**config.mk**
```make
export PLATFORM = sky130hd
export DESIGN_NAME = gain_offset_corr
export DESIGN_NICKNAME = d
export VERILOG_FILES = /design/src/rtl/gain_offset_pkg.sv /design/src/rtl/corr_datapath.sv /design/src/rtl/gain_offset_corr.sv
export SDC_FILE = /design/constraint.sdc
export NUM_CORES = 1
export LEC_CHECK = 0
export BUFFER_PORTS_ARGS = -buffer_cell sky130_fd_sc_hd__buf_2
export CORE_MARGIN = 4
export CORE_UTILIZATION = 45
export CTS_BUF_LIST = sky130_fd_sc_hd__clkbuf_16
export DETAILED_ROUTE_END_ITERATION = 8
export PLACE_DENSITY = 0.67
export SETUP_SLACK_MARGIN = 0.3
export SYNTH_ARGS = -nofsm -noshare
export SYNTH_HDL_FRONTEND = slang
export SYNTH_SLANG_ARGS = --single-unit
```
**constraint.sdc**
```tcl
create_clock -name aclk -period 28.5 [get_ports aclk]
set_input_delay 1.425 -clock aclk [delete_from_list [all_inputs] [get_ports aclk]]
set_output_delay 1.425 -clock aclk [all_outputs]
set_load 0.005 [all_outputs]
```
**src/rtl/gain_offset_pkg.sv**
```systemverilog
/*
  Shared constants for the per-stream gain and offset correction block:
  register indices and byte addresses, field layouts, reset values, codes.
  Assumes a 32-bit AXI4-Lite register bus with byte addresses of ADDR_W bits.
*/
package gain_offset_pkg;

  localparam int SAMPLE_W  = 14;
  localparam int OFFSET_W  = 10;
  localparam int GAIN_W    = 5;
  localparam int REG_W     = 16;
  localparam int NUM_CORR  = 5;
  localparam int ADDR_W    = 8;
  localparam int DATA_W    = 32;
  localparam int STRB_W    = 4;
  localparam int MULT_W    = 15;
  localparam int GAIN_FRAC = 12;

  // register indices; the byte address is four times the index
  localparam logic [ADDR_W-3:0] IDX_ENABLES     = 6'h03;
  localparam logic [ADDR_W-3:0] IDX_CONV2_EVEN  = 6'h10;
  localparam logic [ADDR_W-3:0] IDX_CONV3_ODD   = 6'h11;
  localparam logic [ADDR_W-3:0] IDX_CONV3_EVEN  = 6'h12;
  localparam logic [ADDR_W-3:0] IDX_CONV4_ODD   = 6'h13;
  localparam logic [ADDR_W-3:0] IDX_CONV4_EVEN  = 6'h14;
  localparam logic [ADDR_W-3:0] IDX_STATUS      = 6'h20;

  localparam logic [ADDR_W-1:0] ADDR_ENABLES    = {IDX_ENABLES, 2'h0};
  localparam logic [ADDR_W-1:0] ADDR_STATUS     = {IDX_STATUS, 2'h0};
  // entry 0 is conv2 even, entry 4 is conv4 even
  localparam logic [NUM_CORR-1:0][ADDR_W-1:0] CORR_ADDR = {
    {IDX_CONV4_EVEN, 2'h0}, {IDX_CONV4_ODD, 2'h0}, {IDX_CONV3_EVEN, 2'h0},
    {IDX_CONV3_ODD, 2'h0}, {IDX_CONV2_EVEN, 2'h0}};

  // correction register fields
  localparam int GAIN_MSB   = 15;
  localparam int GAIN_LSB   = 11;
  localparam int OFFSET_MSB = 9;
  localparam int OFFSET_LSB = 0;
  // enables register fields
  localparam int GAIN_EN_BIT   = 12;
  localparam int OFFSET_EN_BIT = 8;
  localparam int RES_LSB       = 0;
  localparam int RES_MSB       = 1;
  // status register fields
  localparam int LAST_MSB      = 13;
  localparam int CLIP_SEEN_BIT = 16;

  localparam logic [REG_W-1:0] CORR_RESET = 16'h0000;

  typedef enum logic [1:0] {
    RES_14 = 2'b00,
    RES_12 = 2'b01,
    RES_10 = 2'b10
  } res_t;

  typedef enum logic [1:0] {
    CONV2 = 2'b00,
    CONV3 = 2'b01,
    CONV4 = 2'b10
  } conv_t;

  localparam logic [1:0] RESP_OKAY   = 2'b00;
  localparam logic [1:0] RESP_SLVERR = 2'b10;

endpackage : gain_offset_pkg

```
**src/rtl/corr_datapath.sv**
```systemverilog
/*
  Combinational correction of one sample: sign extension at the active
  resolution, offset subtraction, gain in 0.2 dB steps, saturation.
  Assumes the caller registers the result and supplies the register fields.
*/
`timescale 1ns/10ps
`default_nettype none

module corr_datapath
  import gain_offset_pkg::*;
(
  // sample and correction fields in
  input  wire logic [gain_offset_pkg::SAMPLE_W-1:0] sample,
  input  wire logic [gain_offset_pkg::OFFSET_W-1:0] offset,
  input  wire logic [gain_offset_pkg::GAIN_W-1:0]   gain,
  // controls
  input  wire logic                                 gain_en,
  input  wire logic                                 offset_en,
  input  wire logic [1:0]                           res,
  // result
  output logic      [gain_offset_pkg::SAMPLE_W-1:0] result,
  output logic                                      clip
);

  // 10^(n/100) in unsigned q.12
  function automatic logic [MULT_W-1:0] gain_mult(input logic [GAIN_W-1:0] n);
    logic [MULT_W-1:0] m;
    case (n)
      5'h00: m = 15'h1000;
      5'h01: m = 15'h105F;
      5'h02: m = 15'h10C1;
      5'h03: m = 15'h1125;
      5'h04: m = 15'h118B;
      5'h05: m = 15'h11F4;
      5'h06: m = 15'h125F;
      5'h07: m = 15'h12CC;
      5'h08: m = 15'h133C;
      5'h09: m = 15'h13AF;
      5'h0A: m = 15'h1425;
      5'h0B: m = 15'h149D;
      5'h0C: m = 15'h1518;
      5'h0D: m = 15'h1595;
      5'h0E: m = 15'h1616;
      5'h0F: m = 15'h169A;
      5'h10: m = 15'h1720;
      5'h11: m = 15'h17AA;
      5'h12: m = 15'h1838;
      5'h13: m = 15'h18C8;
      5'h14: m = 15'h195C;
      5'h15: m = 15'h19F3;
      5'h16: m = 15'h1A8E;
      5'h17: m = 15'h1B2C;
      5'h18: m = 15'h1BCE;
      5'h19: m = 15'h1C74;
      5'h1A: m = 15'h1D1D;
      5'h1B: m = 15'h1DCB;
      5'h1C: m = 15'h1E7D;
      5'h1D: m = 15'h1F32;
      5'h1E: m = 15'h1FED;
      default: m = 15'h20AB;
    endcase
    return m;
  endfunction : gain_mult

  logic        [3:0]          shift;
  logic signed [SAMPLE_W-1:0] s_ext;
  logic signed [15:0]         off_ext;
  logic signed [15:0]         diff;
  logic signed [15:0]         mult;
  logic signed [31:0]         scaled;
  logic signed [31:0]         max_v;
  logic signed [31:0]         min_v;

  always_comb begin
    case (res)
      RES_12:  shift = 4'h2;
      RES_10:  shift = 4'h4;
      default: shift = 4'h0;
    endcase
    s_ext   = $signed(sample << shift) >>> shift;
    // offset lsb is one 14-bit lsb, so coarser samples see it shifted down
    off_ext = offset_en ? 16'($signed(offset) >>> shift) : 16'sh0000; // [RULE3] [RULE4] [RULE5]
    diff    = 16'(s_ext) - off_ext; // [RULE3]
    mult    = gain_en ? $signed({1'b0, gain_mult(gain)}) : 16'sh1000; // [RULE1] [RULE2]
    scaled  = (32'(diff) * 32'(mult)) >>> GAIN_FRAC;
    max_v   = 32'sh0000_1FFF >>> shift;
    min_v   = -32'sh0000_2000 >>> shift;
    clip    = (scaled > max_v) || (scaled < min_v);
    if (scaled > max_v) begin
      result = max_v[SAMPLE_W-1:0];
    end else if (scaled < min_v) begin
      result = min_v[SAMPLE_W-1:0];
    end else begin
      result = scaled[SAMPLE_W-1:0];
    end
  end

endmodule : corr_datapath

`default_nettype wire

```
**src/rtl/gain_offset_corr.sv**
```systemverilog
/*
  Per-stream gain and offset correction stage with its AXI4-Lite registers.
  Assumes samples arrive on aclk, right-justified at the active resolution,
  tagged with their converter and parity; one cycle from sample to result.
*/
// Our own choice: the AXI4-Lite interface to the registers.
//
// Overview of operation
// [RULE1] gain is field value times 0.2 dB
// [RULE2] gain only acts while global gain enabled
// [RULE3] offset subtracted while global offset enabled
// [RULE4] offset field is signed two's complement
// [RULE5] offset unit is one 14-bit lsb
// [RULE6] odd and even samples use separate corrections
// [RULE7] five correction registers at indices 10h to 14h
// [RULE8] correction fields read, write, reset to zero
// [RULE9] software writes bit 10 zero; unused
//
`timescale 1ns/10ps
`default_nettype none

module gain_offset_corr
  import gain_offset_pkg::*;
(
  // clock and reset
  input  wire logic                                 aclk,
  input  wire logic                                 aresetn,
  // axi4-lite write address
  input  wire logic                                 s_axi_awvalid,
  output logic                                      s_axi_awready,
  input  wire logic [gain_offset_pkg::ADDR_W-1:0]   s_axi_awaddr,
  // axi4-lite write data
  input  wire logic                                 s_axi_wvalid,
  output logic                                      s_axi_wready,
  input  wire logic [gain_offset_pkg::DATA_W-1:0]   s_axi_wdata,
  input  wire logic [gain_offset_pkg::STRB_W-1:0]   s_axi_wstrb,
  // axi4-lite write response
  output logic                                      s_axi_bvalid,
  input  wire logic                                 s_axi_bready,
  output logic      [1:0]                           s_axi_bresp,
  // axi4-lite read address
  input  wire logic                                 s_axi_arvalid,
  output logic                                      s_axi_arready,
  input  wire logic [gain_offset_pkg::ADDR_W-1:0]   s_axi_araddr,
  // axi4-lite read data
  output logic                                      s_axi_rvalid,
  input  wire logic                                 s_axi_rready,
  output logic      [gain_offset_pkg::DATA_W-1:0]   s_axi_rdata,
  output logic      [1:0]                           s_axi_rresp,
  // sample stream in
  input  wire logic                                 in_valid,
  input  wire logic [gain_offset_pkg::SAMPLE_W-1:0] in_sample,
  input  wire logic [1:0]                           in_conv,
  input  wire logic                                 in_odd,
  // corrected stream out
  output logic                                      out_valid,
  output logic      [gain_offset_pkg::SAMPLE_W-1:0] out_sample,
  output logic                                      out_clip
);

  import gain_offset_pkg::*;

  ////////////////////////////////////////////////////////////////////////////////

  typedef struct packed {
    logic [NUM_CORR-1:0][REG_W-1:0] corr;
    logic                           global_gain_enable;
    logic                           global_offset_enable;
    logic [1:0]                     res;
    logic                           aw_got;
    logic                           w_got;
    logic [ADDR_W-1:0]              awaddr;
    logic [DATA_W-1:0]              wdata;
    logic [STRB_W-1:0]              wstrb;
    logic                           awready;
    logic                           wready;
    logic                           bvalid;
    logic [1:0]                     bresp;
    logic                           arready;
    logic                           rvalid;
    logic [DATA_W-1:0]              rdata;
    logic [1:0]                     rresp;
    logic                           out_valid;
    logic [SAMPLE_W-1:0]            out_sample;
    logic                           out_clip;
    logic [SAMPLE_W-1:0]            last_sample;
    logic                           clip_seen;
  } corr_state_t;

  corr_state_t state_ff;
  corr_state_t nxt_state;

  ////////////////////////////////////////////////////////////////////////////////
  // helpers

  function automatic logic [REG_W-1:0] merge16(input logic [REG_W-1:0]  old,
                                               input logic [DATA_W-1:0] data,
                                               input logic [STRB_W-1:0] strb);
    logic [REG_W-1:0] r;
    r = old;
    if (strb[0]) begin
      r[7:0] = data[7:0];
    end
    if (strb[1]) begin
      r[15:8] = data[15:8];
    end
    return r;
  endfunction : merge16

  function automatic logic [REG_W-1:0] enables_word(input corr_state_t s);
    logic [REG_W-1:0] w;
    w                  = '0;
    w[GAIN_EN_BIT]     = s.global_gain_enable;
    w[OFFSET_EN_BIT]   = s.global_offset_enable;
    w[RES_MSB:RES_LSB] = s.res;
    return w;
  endfunction : enables_word

  function automatic logic [ADDR_W-1:0] word_addr(input logic [ADDR_W-1:0] a);
    return {a[ADDR_W-1:2], 2'h0};
  endfunction : word_addr

  ////////////////////////////////////////////////////////////////////////////////
  // stream selection and correction

  logic                       sel_hit;
  logic [2:0]                 sel_idx;
  logic [REG_W-1:0]           sel_reg;
  logic [SAMPLE_W-1:0]        dp_result;
  logic                       dp_clip;

  always_comb begin
    sel_hit = 1'b1;
    sel_idx = 3'h0;
    // each converter parity except conv2 odd owns its own register; conv2 odd passes uncorrected
    case (in_conv) // [RULE6]
      CONV2:   begin
        sel_idx = 3'h0;
        sel_hit = !in_odd;
      end
      CONV3:   sel_idx = in_odd ? 3'h1 : 3'h2;
      CONV4:   sel_idx = in_odd ? 3'h3 : 3'h4;
      default: sel_hit = 1'b0;
    endcase
    sel_reg = sel_hit ? state_ff.corr[sel_idx] : CORR_RESET;
  end

  // bit 10 of the correction word is not routed to the datapath
  corr_datapath u_datapath ( // [RULE9]
    .sample    (in_sample),
    .offset    (sel_reg[OFFSET_MSB:OFFSET_LSB]),
    .gain      (sel_reg[GAIN_MSB:GAIN_LSB]),
    .gain_en   (state_ff.global_gain_enable && sel_hit),
    .offset_en (state_ff.global_offset_enable && sel_hit),
    .res       (state_ff.res),
    .result    (dp_result),
    .clip      (dp_clip)
  );

  ////////////////////////////////////////////////////////////////////////////////
  // next state

  logic [ADDR_W-1:0] wr_word;
  logic [ADDR_W-1:0] rd_word;
  logic              wr_hit;
  logic              rd_hit;
  logic [REG_W-1:0]  en_new;
  logic [DATA_W-1:0] rd_data;

  always_comb begin
    nxt_state = state_ff;
    wr_word   = word_addr(state_ff.awaddr);
    rd_word   = word_addr(s_axi_araddr);
    wr_hit    = 1'b0;
    rd_hit    = 1'b0;
    en_new    = enables_word(state_ff);
    rd_data   = '0;

    // address and data may be taken in either order
    if (s_axi_awvalid && state_ff.awready) begin
      nxt_state.aw_got = 1'b1;
      nxt_state.awaddr = s_axi_awaddr;
    end
    if (s_axi_wvalid && state_ff.wready) begin
      nxt_state.w_got = 1'b1;
      nxt_state.wdata = s_axi_wdata;
      nxt_state.wstrb = s_axi_wstrb;
    end
    if (state_ff.bvalid && s_axi_bready) begin
      nxt_state.bvalid = 1'b0;
    end

    if (state_ff.aw_got && state_ff.w_got && !state_ff.bvalid) begin
      nxt_state.aw_got = 1'b0;
      nxt_state.w_got  = 1'b0;
      nxt_state.bvalid = 1'b1;
      for (int i = 0; i < NUM_CORR; i++) begin
        if (wr_word == CORR_ADDR[i]) begin
          nxt_state.corr[i] = merge16(state_ff.corr[i], state_ff.wdata, // [RULE7] [RULE8]
                                      state_ff.wstrb);
          wr_hit = 1'b1;
        end
      end
      if (wr_word == ADDR_ENABLES) begin
        en_new                         = merge16(en_new, state_ff.wdata, state_ff.wstrb);
        nxt_state.global_gain_enable   = en_new[GAIN_EN_BIT];
        nxt_state.global_offset_enable = en_new[OFFSET_EN_BIT];
        nxt_state.res                  = en_new[RES_MSB:RES_LSB];
        wr_hit                         = 1'b1;
      end
      if (wr_word == ADDR_STATUS) begin
        // write one to clear the sticky clip flag
        if (state_ff.wstrb[2] && state_ff.wdata[CLIP_SEEN_BIT]) begin
          nxt_state.clip_seen = 1'b0;
        end
        wr_hit = 1'b1;
      end
      nxt_state.bresp = wr_hit ? RESP_OKAY : RESP_SLVERR;
    end
    nxt_state.awready = !nxt_state.aw_got && !nxt_state.bvalid;
    nxt_state.wready  = !nxt_state.w_got && !nxt_state.bvalid;

    // read port
    for (int i = 0; i < NUM_CORR; i++) begin
      if (rd_word == CORR_ADDR[i]) begin
        rd_data = {{(DATA_W-REG_W){1'b0}}, state_ff.corr[i]}; // [RULE7] [RULE8]
        rd_hit  = 1'b1;
      end
    end
    if (rd_word == ADDR_ENABLES) begin
      rd_data = {{(DATA_W-REG_W){1'b0}}, enables_word(state_ff)};
      rd_hit  = 1'b1;
    end
    if (rd_word == ADDR_STATUS) begin
      rd_data                   = '0;
      rd_data[LAST_MSB:0]       = state_ff.last_sample;
      rd_data[CLIP_SEEN_BIT]    = state_ff.clip_seen;
      rd_hit                    = 1'b1;
    end
    if (s_axi_arvalid && state_ff.arready) begin
      nxt_state.rvalid = 1'b1;
      nxt_state.rdata  = rd_hit ? rd_data : '0;
      nxt_state.rresp  = rd_hit ? RESP_OKAY : RESP_SLVERR;
    end else if (state_ff.rvalid && s_axi_rready) begin
      nxt_state.rvalid = 1'b0;
    end
    nxt_state.arready = !nxt_state.rvalid;

    // sample path; a clip in the same cycle as a clear keeps the flag set
    nxt_state.out_valid = in_valid;
    if (in_valid) begin
      nxt_state.out_sample  = dp_result; // [RULE1] [RULE3]
      nxt_state.out_clip    = dp_clip;
      nxt_state.last_sample = dp_result;
      if (dp_clip) begin
        nxt_state.clip_seen = 1'b1;
      end
    end
  end

  always_ff @(posedge aclk) begin
    if (!aresetn) begin
      state_ff <= '0; // [RULE8]
    end else begin
      state_ff <= nxt_state;
    end
  end

  ////////////////////////////////////////////////////////////////////////////////
  // outputs

  assign s_axi_awready = state_ff.awready;
  assign s_axi_wready  = state_ff.wready;
  assign s_axi_bvalid  = state_ff.bvalid;
  assign s_axi_bresp   = state_ff.bresp;
  assign s_axi_arready = state_ff.arready;
  assign s_axi_rvalid  = state_ff.rvalid;
  assign s_axi_rdata   = state_ff.rdata;
  assign s_axi_rresp   = state_ff.rresp;
  assign out_valid     = state_ff.out_valid;
  assign out_sample    = state_ff.out_sample;
  assign out_clip      = state_ff.out_clip;

  logic plain_path;
  assign plain_path = in_valid && state_ff.res == RES_14 && in_sample == 14'h0100;
endmodule : gain_offset_corr

`default_nettype wire

```
* Yosys cells after proc, flatten, opt, wreduce, memory -nomap -nowiden
Memory sizes are Yosys's and may differ from the RTL's.
Index checks and enable logic that the tools add are counted.
** Operators by class
- Order comparisons :: 3
- Equality and inequality tests :: 18
- Reductions and logical operators :: 33
- Bitwise gates (word level) :: 0
- Mux-type cells :: 49
- Multipliers :: 1
- Add/subtract/negate cells :: 1
- Shift operators :: 5
- Div/mod/pow operators :: 0
** Operators by type and width (count)
- $mux 32 :: 6
- $mux 16 :: 5
- $sshr 14x3->32 const A :: 2
- $eq 6x5->1 const B :: 10
- $bmux 16 s3 :: 1
- $reduce_and 3->1 :: 12
- $gt 20x32->1 :: 1
- $lt 20x32->1 :: 1
- $mul 16x16->32 :: 1
- $mux 14 :: 2
- $mux 1 :: 25
- $sshr 10x3->16 :: 1
- $sub 14x16->16 :: 1
- $mux 15 :: 1
- $shl 14x3->14 :: 1
- $sshr 14x3->14 :: 1
- $eq 6x2->1 const B :: 2
- $eq 6x6->1 const B :: 2
- $logic_and 1x1->1 :: 12
- $pmux 3 s2 :: 2
- $mux 2 :: 4
- $logic_not 1->1 :: 6
- $mux 3 :: 2
- $eq 2x1->1 const B :: 2
- other kinds (6) :: 7
** Storage, ports and cells
- Input bits :: 77
- RAM bits :: 0
- Logic and storage cells :: 141
- Register bits after elaboration :: 172
- Output and inout port bits :: 57
- Memory bits (read-only) :: 448
- Memories :: 1
- Bits in latches :: 0
** Memories
- (no name shown) :: depth 32, width 14, rd ports 1, clocked after Yosys merged registers in 0, wr ports 0, RTL line corr_datapath.sv:28 : case (n)

* Logic depth before layout (Yosys ltp)
Gate-level depths: netlist (run 1).
- Depth after elaboration :: 13
- Mapped depth :: 59
- Depth with buffers taken out :: 58

* By module
From an unflattened synthesis (run 1), not the netlist that was laid out.
** Second synthesis, totals
- Cell total of the unflattened synthesis :: 2293
- Area total of the unflattened synthesis :: 18982.0 um^2
** By module, submodules not included
- corr_datapath :: instances 1, cells an instance 1467, area an instance 11746.3 um^2
- gain_offset_corr :: instances 1, cells an instance 826, area an instance 7235.7 um^2

* Least setup slack after synthesis (run 1)
OpenSTA, ideal clock, no wires.
- Path kind :: in2reg
- Start :: input port in_conv[0]
- End :: register state_ff[0] (netlist bit)
- Stages :: 55
- Arrival :: 13.579 ns
- Slack :: 14.806 ns
- Library setup time :: 0.115 ns
- Required time :: 28.385 ns
- Cell sequence :: inv_1 -> ha_1 -> buf_2 -> buf_2 -> o211ai_1 -> mux4_2 -> a22oi_1 -> nor3_1 -> a21oi_1 -> a211oi_1 -> ha_1 -> inv_1 -> fa_1 -> nand2_1 -> nand2_1 -> a21oi_1 -> o21ai_0 -> a21oi_1 -> [19 not listed] -> a21o_1 -> a211oi_1 -> o211ai_1 -> a31oi_1 -> o21ai_0 -> a21oi_2 -> o21ai_0 -> xnor2_1 -> ha_1 -> o21ai_0 -> a21oi_1 -> nor2_1 -> nor2_1 -> o211ai_2 -> o41ai_4 -> buf_6 -> a21oi_1 -> o21a_1
** Between the ends
- Cells in the longest elaborated chain, start to end :: 13
** RTL lines
- start, declared :: RTL line gain_offset_corr.sv:53 : input wire logic [1:0] in_conv,
- $eq 2x2->1 or $eq 2x1->1 (tied branches) :: RTL line gain_offset_corr.sv:136 : case (in_conv)
- $pmux 3 s2 :: RTL line gain_offset_corr.sv:136
- $bmux 16 s3 :: RTL line gain_offset_corr.sv:145 : sel_reg = sel_hit ? state_ff.corr[sel_idx] : CORR_RESET;
- $mux 16 (implied by the code) :: RTL line gain_offset_corr.sv:145
- $mux 16 :: RTL line gain_offset_corr.sv:145
- $sshr 10x3->16 :: RTL line corr_datapath.sv:82 : off_ext = offset_en ? 16'($signed(offset) >>> shift) : 16'sh0000;
- $mux 16 :: RTL line corr_datapath.sv:82
- $sub 14x16->16 :: RTL line corr_datapath.sv:83 : diff = 16'(s_ext) - off_ext;
- $mul 16x16->32 (*) :: RTL line corr_datapath.sv:85 : scaled = (32'(diff) * 32'(mult)) >>> GAIN_FRAC;
- $gt 20x32->1 or $lt 20x32->1 (tied branches) :: RTL line corr_datapath.sv:88 : clip = (scaled > max_v) || (scaled < min_v);
- $logic_or 1x1->1 (*) :: RTL line corr_datapath.sv:88
- $mux 1 (*) :: RTL line gain_offset_corr.sv:255 : if (dp_clip) begin
- $mux 1 (*) :: RTL line gain_offset_corr.sv:251 : if (in_valid) begin
- end signal, assigned :: RTL line gain_offset_corr.sv:265 : state_ff <= nxt_state;
- end, declared :: RTL line gain_offset_corr.sv:90 : corr_state_t state_ff;
Every way passes the cells marked *; elsewhere a longest branch is shown, timed or not. The select of a mux whose other input is x is not followed.
A chain may end at the register's enable or synchronous reset.

* Final worst setup path (run 1)
- Start :: input port in_conv[0]
- End :: register state_ff[10] (netlist bit)
** Between the ends
- Cells in the longest elaborated chain, start to end :: 12
** RTL lines
- $eq 2x2->1 or $eq 2x1->1 (tied branches) :: RTL line gain_offset_corr.sv:136
- $pmux 3 s2 :: RTL line gain_offset_corr.sv:136
- $bmux 16 s3 :: RTL line gain_offset_corr.sv:145
- $mux 16 (implied by the code) :: RTL line gain_offset_corr.sv:145
- $mux 16 :: RTL line gain_offset_corr.sv:145
- $sshr 10x3->16 :: RTL line corr_datapath.sv:82
- $mux 16 :: RTL line corr_datapath.sv:82
- $sub 14x16->16 :: RTL line corr_datapath.sv:83
- $mul 16x16->32 (*) :: RTL line corr_datapath.sv:85
- $lt 20x32->1 :: RTL line corr_datapath.sv:91 : end else if (scaled < min_v) begin
- $mux 14 :: RTL line corr_datapath.sv:91
- $mux 14 (*) :: RTL line corr_datapath.sv:89 : if (scaled > max_v) begin
Marked as above.

==> qor.csv, run 1 <==
metric,value,unit
outcome,completed,
Cells after Synth,2197,
global-route usage over all layers,0.237,
crit path capture type,register,
final setup fails,0,
fraction of layout cells with a size suffix above 1,0.103,
Synth Warn #,0,
Final min period,16.30,ns
cts hold-fix bufs,0,
GPL Wtd Cong,0.927,
root buf cell,clkbuf_16,
Die Wd,211,um
antenna diode count,0,
"Max FO, Critical Path",19,
Worst Setup SP,in_conv[0],
total gr overflow,0,
clock net sink count,153,
CTS tree,done,
global-route wire length before repair,85000,um
Hold Fails Final Rpt,0,
share of the synthesized area in the top cell type,0.247,
Crit-path slowest cell,nor2_1,
flop2flop setup slack,14.86,ns
"Top FF cell, synth",dfxtp_1,
hold path startpoint,state_ff[72],
vias in the first global route,15800,
Reg area,3060,um2
Num CTS Buffers,17,
worst hold path class,reg2reg,
reg-to-reg critical path startpoint,state_ff[118],
clock-pin transition on the worst setup and hold timing paths,0.06,ns
Crit path top cell by count,o21ai_0,
H-tree levels,4,
"area leader, netlist",fa_1,
worst IR drop on VDD,0.0000397,V
top area cells in the synthesized netlist,"fa_1 (25%), dfxtp_1 (17%), ha_1 (8.1%)",
router iterations before antenna repair,7,
Avg WL per Cell,19.1,um
initial antenna violation count,0,
critical path launch point type,input pin,
Port Buf Inserts,96,
antenna violation net count after detailed routing,0,
async set-reset flop share out of synthesis,0,
vias per cell,5.65,
multi-input logic area,13600,um2
Leak,9.43,nW
relative slew slack,0.0938,
M1 WL,22200,um
Cell variety after synth,83,
Fill cells,3930,
Met2 Wirelength,24800,um
Synth Cell Area,18600,um2
Post-Route WL,52700,um
Yosys reg bits,153,
CORE AREA,40800,um2
fin util,0.486,
clock tree buffer depth,2,
maximum number of pins on one net before global-route repair,99,
post_cts resized,0,
fmax,0.0614,GHz
DR WL met3,4150,um
kind of critical path,in2reg,
Tcrit/Tclk final,0.572,
Post-synth EDFFs,0,
PD cells,28.7,nW/um2
nets@finish,2636,
Post-Route Skew,0.0112,ns
Worst EP required,28.81,ns
starting density of the core,0.454,
total power,0.569,mW
via count,15600,
Final Max Tran Viols,0,
max-cap violations,0,
DR top layer,met4,
RSZ-0062 raised after global routing,false,
Die Ht,211,um
later-pin clock latency in the skew report,0.44,ns
Core Rows,74,
critical path's largest stage delay,1.07,ns
Sum Neg Setup Slack,0,ns
Die Footprint,44500,um2
Post-CTS Setup Bufs,0,
"top cells by count, synth","inv_1 (321), nand2_1 (249), nor2_1 (241)",
Min Hold Slack,0.452,ns
worst slew pin tran,1.34,ns
DRC,0,
Mean Syn Cell Area,8.45,um2
initial DRC count,1445,
sequential-to-total area share from yosys stat,0.165,
Layout area overhead,6.90,%
I/O pin total,134,
"count leader, synth",inv_1,
arrival time at the worst endpoint,16.60,ns
DP Wirelength,41700,um
==> stage by stage <==
stage	instance area, um2	worst slack (ns)	std cells
5_1_grt	19800	11.27	2755
4_1_cts	19800	12.50	2755
3_3_place_gp	19200	12.24	2723
2_1_floorplan	18600	14.81	2213
6_report	19800	12.20	2755
3_5_place_dp	19200	12.10	2723
==> routing by layer <==
metal,vias to the layer above,global-route usage
li1,7194,-
met1,7650,0.320
met2,624,0.392
met3,105,0.0434
met4,0,0.0664
met5,-,0
==> registers in the layout (all words and copies together), names as in the netlist <==
| name | count |
|---|---|
| s_axi_awready | 1 |
| s_axi_rresp | 1 |
| out_valid | 1 |
| s_axi_bvalid | 1 |
| s_axi_wready | 1 |
| s_axi_rdata | 17 |
| s_axi_bresp | 1 |
| out_clip | 1 |
| s_axi_rvalid | 1 |
| s_axi_arready | 1 |
| state_ff | 127 |
==> critical path: cells and delay by family <==
| kind | cells | cell delay, ns |
|---|---|---|
| AND/OR/NAND/NOR | 9 | 2.60 |
| adder cells (fa/ha/maj) | 10 | 4.58 |
| XOR/XNOR | 1 | 0.51 |
| buffers and inverters | 5 | 0.37 |
| AO/OA/AOI/OAI | 28 | 7.08 |
==> power breakdown <==
group / internal, mW / switching [mW] / leakage (nW)
registers: 0.219 / 0.00698 / 1.24
clock network: 0.124 / 0.101 / 0.280
logic: 0.0395 / 0.0782 / 7.91
total: 0.382 / 0.186 / 9.43
==> cells in the final DEF (no fill, tap or decap), types with 51 or more instances in the layout <==
master,count
o21ai_0,51
fa_1,229
mux2i_1,87
ha_1,120
buf_2,96
nand2_1,249
nor2_1,241
inv_1,320
a21oi_1,133
dfxtp_1,153
==> cell type report <==
type                    instances  area share
well taps                     532      0.0336
repair buffers                127      0.0360
clock buffers                  17      0.0214
multi-input cells            1587       0.685
clock inverters                15     0.00833
inverters                     324      0.0614
flip-flops and latches        153       0.154
==> path summary, 6_finish.rpt <==
path / to / depth (start not counted)
worst max-delay path: state_ff[10] / 53
worst min-delay path: state_ff[72] / 2
worst max register to register: state_ff[10] / 48
worst min register to register: state_ff[72] / 2
==> cell families after synthesis <==
| family | share of synthesized area |
|---|---|
| AND/OR/NAND/NOR | 0.166 |
| AO/OA/AOI/OAI | 0.139 |
| flip-flops | 0.165 |
| buffers and inverters | 0.108 |
| XOR/XNOR | 0.0142 |
| adder cells (fa/ha/maj) | 0.328 |
| other | 0.000202 |
| multiplexers | 0.0791 |
Note: power is estimated with default switching activity, not from simulation.
==> run 2, diff against run 1 <==
- PLACE_DENSITY: 0.67 -> 0.7
- clock period: 28.5 -> 14.8 ns (I/O delays scaled with it)
==> qor.csv, run 2 (synthesis gave the netlist of run 1 again) <==
metric,value,unit
outcome,completed,
Final min period,13.62,ns
DP Wirelength,41300,um
final setup fails,0,
GPL Wtd Cong,0.970,
pre-CTS WS,0.349,ns
cts hold-fix bufs,0,
starting density of the core,0.454,
"most common cell after layout, fill and taps aside",inv_1,
DRC,0,
Clk pwr share,0.408,
vias in the first global route,15800,
Tcrit/Tclk final,0.920,
Crit path top cell by count,o21ai_0,
global-route wire length before repair,84400,um
fraction of layout cells with a size suffix above 1,0.112,
NetSw,0.345,mW
Port Buf Inserts,96,
M3 GR Usage,0.0431,
Int Power,0.785,mW
Post-Route Skew,0.0162,ns
Switching Share,0.305,
critical path's largest stage delay,0.55,ns
antenna violation net count after detailed routing,0,
initial antenna violation count,1,
arrival time at the worst endpoint,13.90,ns
crit path capture type,register,
relative slew slack,0.159,
max reg flops,127,
grt met2 use,0.389,
Flop pwr share,0.386,
Post-Route WL,52200,um
Final Max Tran Viols,0,
H-tree levels,4,
kind of critical path,in2reg,
Avg WL per Cell,18.8,um
Worst EP required,15.08,ns
worst hold path class,reg2reg,
clock net sink count,153,
antenna diode count,0,
PD cells,56.3,nW/um2
router iterations before antenna repair,8,
global-route usage over all layers,0.234,
worst IR drop on VDD,0.000103,V
later-pin clock latency in the skew report,0.43,ns
critical path launch point type,input pin,
Logic pwr share,0.206,
initial DRC count,1572,
worst reg-to-reg path cell count,49,
clock tree buffer depth,2,
Die Wd,211,um
Hold Fails Final Rpt,0,
Core Rows,74,
Num CTS Buffers,17,
total gr overflow,0,
I/O pin total,134,
Fill cells,3847,
vias per cell,5.65,
CTS tree,done,
"Max FO, Critical Path",17,
fmax,0.0734,GHz
max-cap violations,0,
Leak,9.56,nW
Die Footprint,44500,um2
Crit-path slowest cell,fa_1,
via count,15700,
Top reg by flops,state_ff,
clock-pin transition on the worst setup and hold timing paths,0.06,ns
GR peak layer,met2,
root buf cell,clkbuf_16,
most frequent cells in the layout,"inv_1 (320), nand2_1 (249), nor2_1 (241)",
nets@finish,2653,
CORE AREA,40800,um2
Die Ht,211,um
worst hold stages,2,
Layout area overhead,8.13,%
Sum Neg Setup Slack,0,ns
RSZ-0062 raised after global routing,false,
fin worst setup slack,1.18,ns
M1 GR Usage,0.315,
worst slew pin tran,1.25,ns
maximum number of pins on one net before global-route repair,79,
==> run 2: cell types whose count changed in the layout (fill, tap and decap cells not counted), sizes merged <==
cell / before / now
clkinvlp: 3 / 0
clkinv: 8 / 11
buf: 127 / 144
inv: 327 / 324
bufinv: 1 / 4
==> run 2: power groups by stage <==
stage          combinational, mW  sequential (mW)  clock, mW
2_1_floorplan              0.157            0.438          0
3_3_place_gp               0.219            0.444          0
3_5_place_dp               0.223            0.445          0
4_1_cts                    0.226            0.436      0.463
5_1_grt                    0.254            0.437      0.480
6_report                   0.233            0.436      0.461
==> run 2: critical path, delay by kind of cell <==
family                     cells  cell delay (ns)
buffers and inverters          9             1.27
xor gates and xnor gates       1             0.34
muxes                          1             0.53
and+or+nand+nor                9             1.21
adders and majority gates     10             4.25
AOI/OAI and AO/OA             25             5.52
==> run 2: final timing paths <==
path / start / endpoint / slack, ns
setup / recovery: in_conv[0] / state_ff[8] / 1.18
hold / removal: s_axi_rdata[16] / s_axi_rdata[16] / 0.46
setup reg to reg: state_ff[118] / state_ff[8] / 1.93
hold reg to reg: s_axi_rdata[16] / s_axi_rdata[16] / 0.46
==> run 2: per-layer routing <==
metal | share of wire | vias to the layer above
met4 | 0.027 | 2
met2 | 0.48 | 670
met3 | 0.081 | 109
met1 | 0.42 | 7656
li1 | - | 7215
met5 | 0.00027 | -
==> run 2: timing repair <==
item                       in CTS  in global routing
setup endpoints to repair       0                 15
buffers inserted                0                  3
gates resized for setup         0                 11
hold endpoints to repair        0                  0
==> run 2: per-stage QoR <==
step,total power [mW],util,cell area [um2],cells,hold slack (ns)
after floorplan,0.595,-,18600,2213,0.432
after global placement,0.664,0.474,19400,2737,0.441
after detailed placement,0.668,0.474,19400,2737,0.446
after CTS,1.12,0.489,20000,2769,0.458
after global routing,1.17,0.491,20100,2772,0.480
final,1.13,0.491,20100,2772,0.457
==> run 2: area by class of cell <==
cell class / instances / area, um2 / area share
clock inverters: 15 / 196 / 0.00979
repair buffers: 144 / 841 / 0.0419
flip-flops and latches: 153 / 3060 / 0.153
inverters: 324 / 1220 / 0.0607
multi-input cells: 1587 / 13700 / 0.681
well taps: 532 / 666 / 0.0332
clock buffers: 17 / 425 / 0.0212
==> run 3, diff against run 2 <==
- CORE_ASPECT_RATIO: default -> 0.9
- PLACE_DENSITY: 0.7 -> default
- SLEW_MARGIN: default -> 30
==> qor.csv, run 3 (synthesis gave the netlist of run 1 again) <==
metric,value,unit
H-tree levels,4,
fmax,0.0736,GHz
root buf cell,clkbuf_16,
Num CTS Buffers,17,
clock net sink count,153,
final setup fails,0,
nets@finish,2654,
Final min period,13.59,ns
critical path's largest stage delay,0.56,ns
antenna violation net count after detailed routing,0,
crit path capture type,register,
Crit path top cell by count,o21ai_0,
Hold Fails Final Rpt,0,
later-pin clock latency in the skew report,0.43,ns
Die Wd,222,um
global-route usage over all layers,0.241,
cts hold-fix bufs,0,
worst slew pin tran,0.935,ns
DRC,0,
Layout area overhead,7.83,%
Post-Route Skew,0.00954,ns
DP Wirelength,42800,um
router iterations before antenna repair,7,
Crit-path slowest cell,fa_1,
global-route wire length before repair,86600,um
total gr overflow,0,
worst reg-to-reg path cell count,50,
RSZ-0062 raised after global routing,false,
Min Hold Slack,0.455,ns
Die Ht,201,um
via count,15400,
clock-pin transition on the worst setup and hold timing paths,0.06,ns
arrival time at the worst endpoint,13.94,ns
Core Rows,70,
Tcrit/Tclk final,0.919,
GPL Wtd Cong,0.970,
"Max FO, Critical Path",14,
fin util,0.491,
Port Buf Inserts,96,
Post-Route WL,53400,um
starting density of the core,0.456,
worst IR drop on VDD,0.0000580,V
relative slew slack,0.375,
vias per cell,5.53,
clock tree buffer depth,2,
PD cells,53.9,nW/um2
I/O pin total,134,
Sum Neg Setup Slack,0,ns
Final Max Tran Viols,0,
most frequent cells in the layout,"inv_1 (321), nand2_1 (249), nor2_1 (238)",
kind of critical path,in2reg,
initial DRC count,1537,
CTS tree,done,
critical path launch point type,input pin,
Top reg by flops,state_ff,
max reg flops,127,
max-cap violations,0,
worst hold stages,2,
Die Footprint,44600,um2
flop2flop setup slack,1.90,ns
initial antenna violation count,2,
"most common cell after layout, fill and taps aside",inv_1,
vias in the first global route,15600,
Leak,9.52,nW
CORE AREA,40700,um2
outcome,completed,
Avg WL per Cell,19.2,um
Worst EP required,15.15,ns
maximum number of pins on one net before global-route repair,77,
fraction of layout cells with a size suffix above 1,0.113,
worst hold path class,reg2reg,
-- run 3: routing by layer --
| layer | track usage | up-vias | wire [um] |
|---|---|---|---|
| met5 | 0 | - | 12 |
| met4 | 0.0492 | 2 | 897 |
| met3 | 0.0449 | 58 | 4260 |
| met2 | 0.365 | 602 | 23600 |
| met1 | 0.361 | 7493 | 24700 |
| li1 | - | 7230 | - |
-- run 3: layout make-up --
type                    count  area [um2]
well taps                 540         676
inverters                 324        1220
flip-flops and latches    153        3060
diodes                      1        2.50
fillers                  3941       20700
clock inverters            14         116
clock buffers              17         425
multi-input cells        1587       13700
repair buffers            145         848
-- run 3: worst max-delay path: cells and delay by family --
family          cells  cell delay [ns]
compound gates     30             6.01
xor+xnor            1             0.13
fa+ha+maj          10             4.27
buf+inv            11             1.65
mux                 1             0.54
simple gates        5             0.58
-- run 3: worst paths after layout --
check | startpoint | end
setup reg to reg | state_ff[118] | state_ff[11]
setup / recovery | in_conv[1] | state_ff[11]
hold / removal | state_ff[92] | state_ff[92]
hold reg to reg | state_ff[92] | state_ff[92]
-- run 3: timing repair --
| item | 4_1_cts | 5_1_grt |
|---|---|---|
| setup endpoints to repair | 0 | 15 |
| buffers inserted | 0 | 2 |
| gates resized for setup | 0 | 8 |
| endpoints found under the hold margin | 0 | 0 |
-- run 3: power breakdown --
group	switching (mW)	internal (mW)
clock network	0.169	0.242
registers	0.0147	0.422
logic	0.151	0.0806
-- run 3: stage by stage --
stage / cells / instance area [um2] / setup WS (ns) / power (mW)
finish: 2781 / 20000 / 1.21 / 1.08
global route: 2781 / 20000 / 0.307 / 1.12
CTS: 2778 / 19900 / 0.733 / 1.08
detailed placement: 2747 / 19400 / 0.305 / 0.672
global placement: 2747 / 19400 / 0.639 / 0.669
floorplan: 2213 / 18600 / 1.79 / 0.595
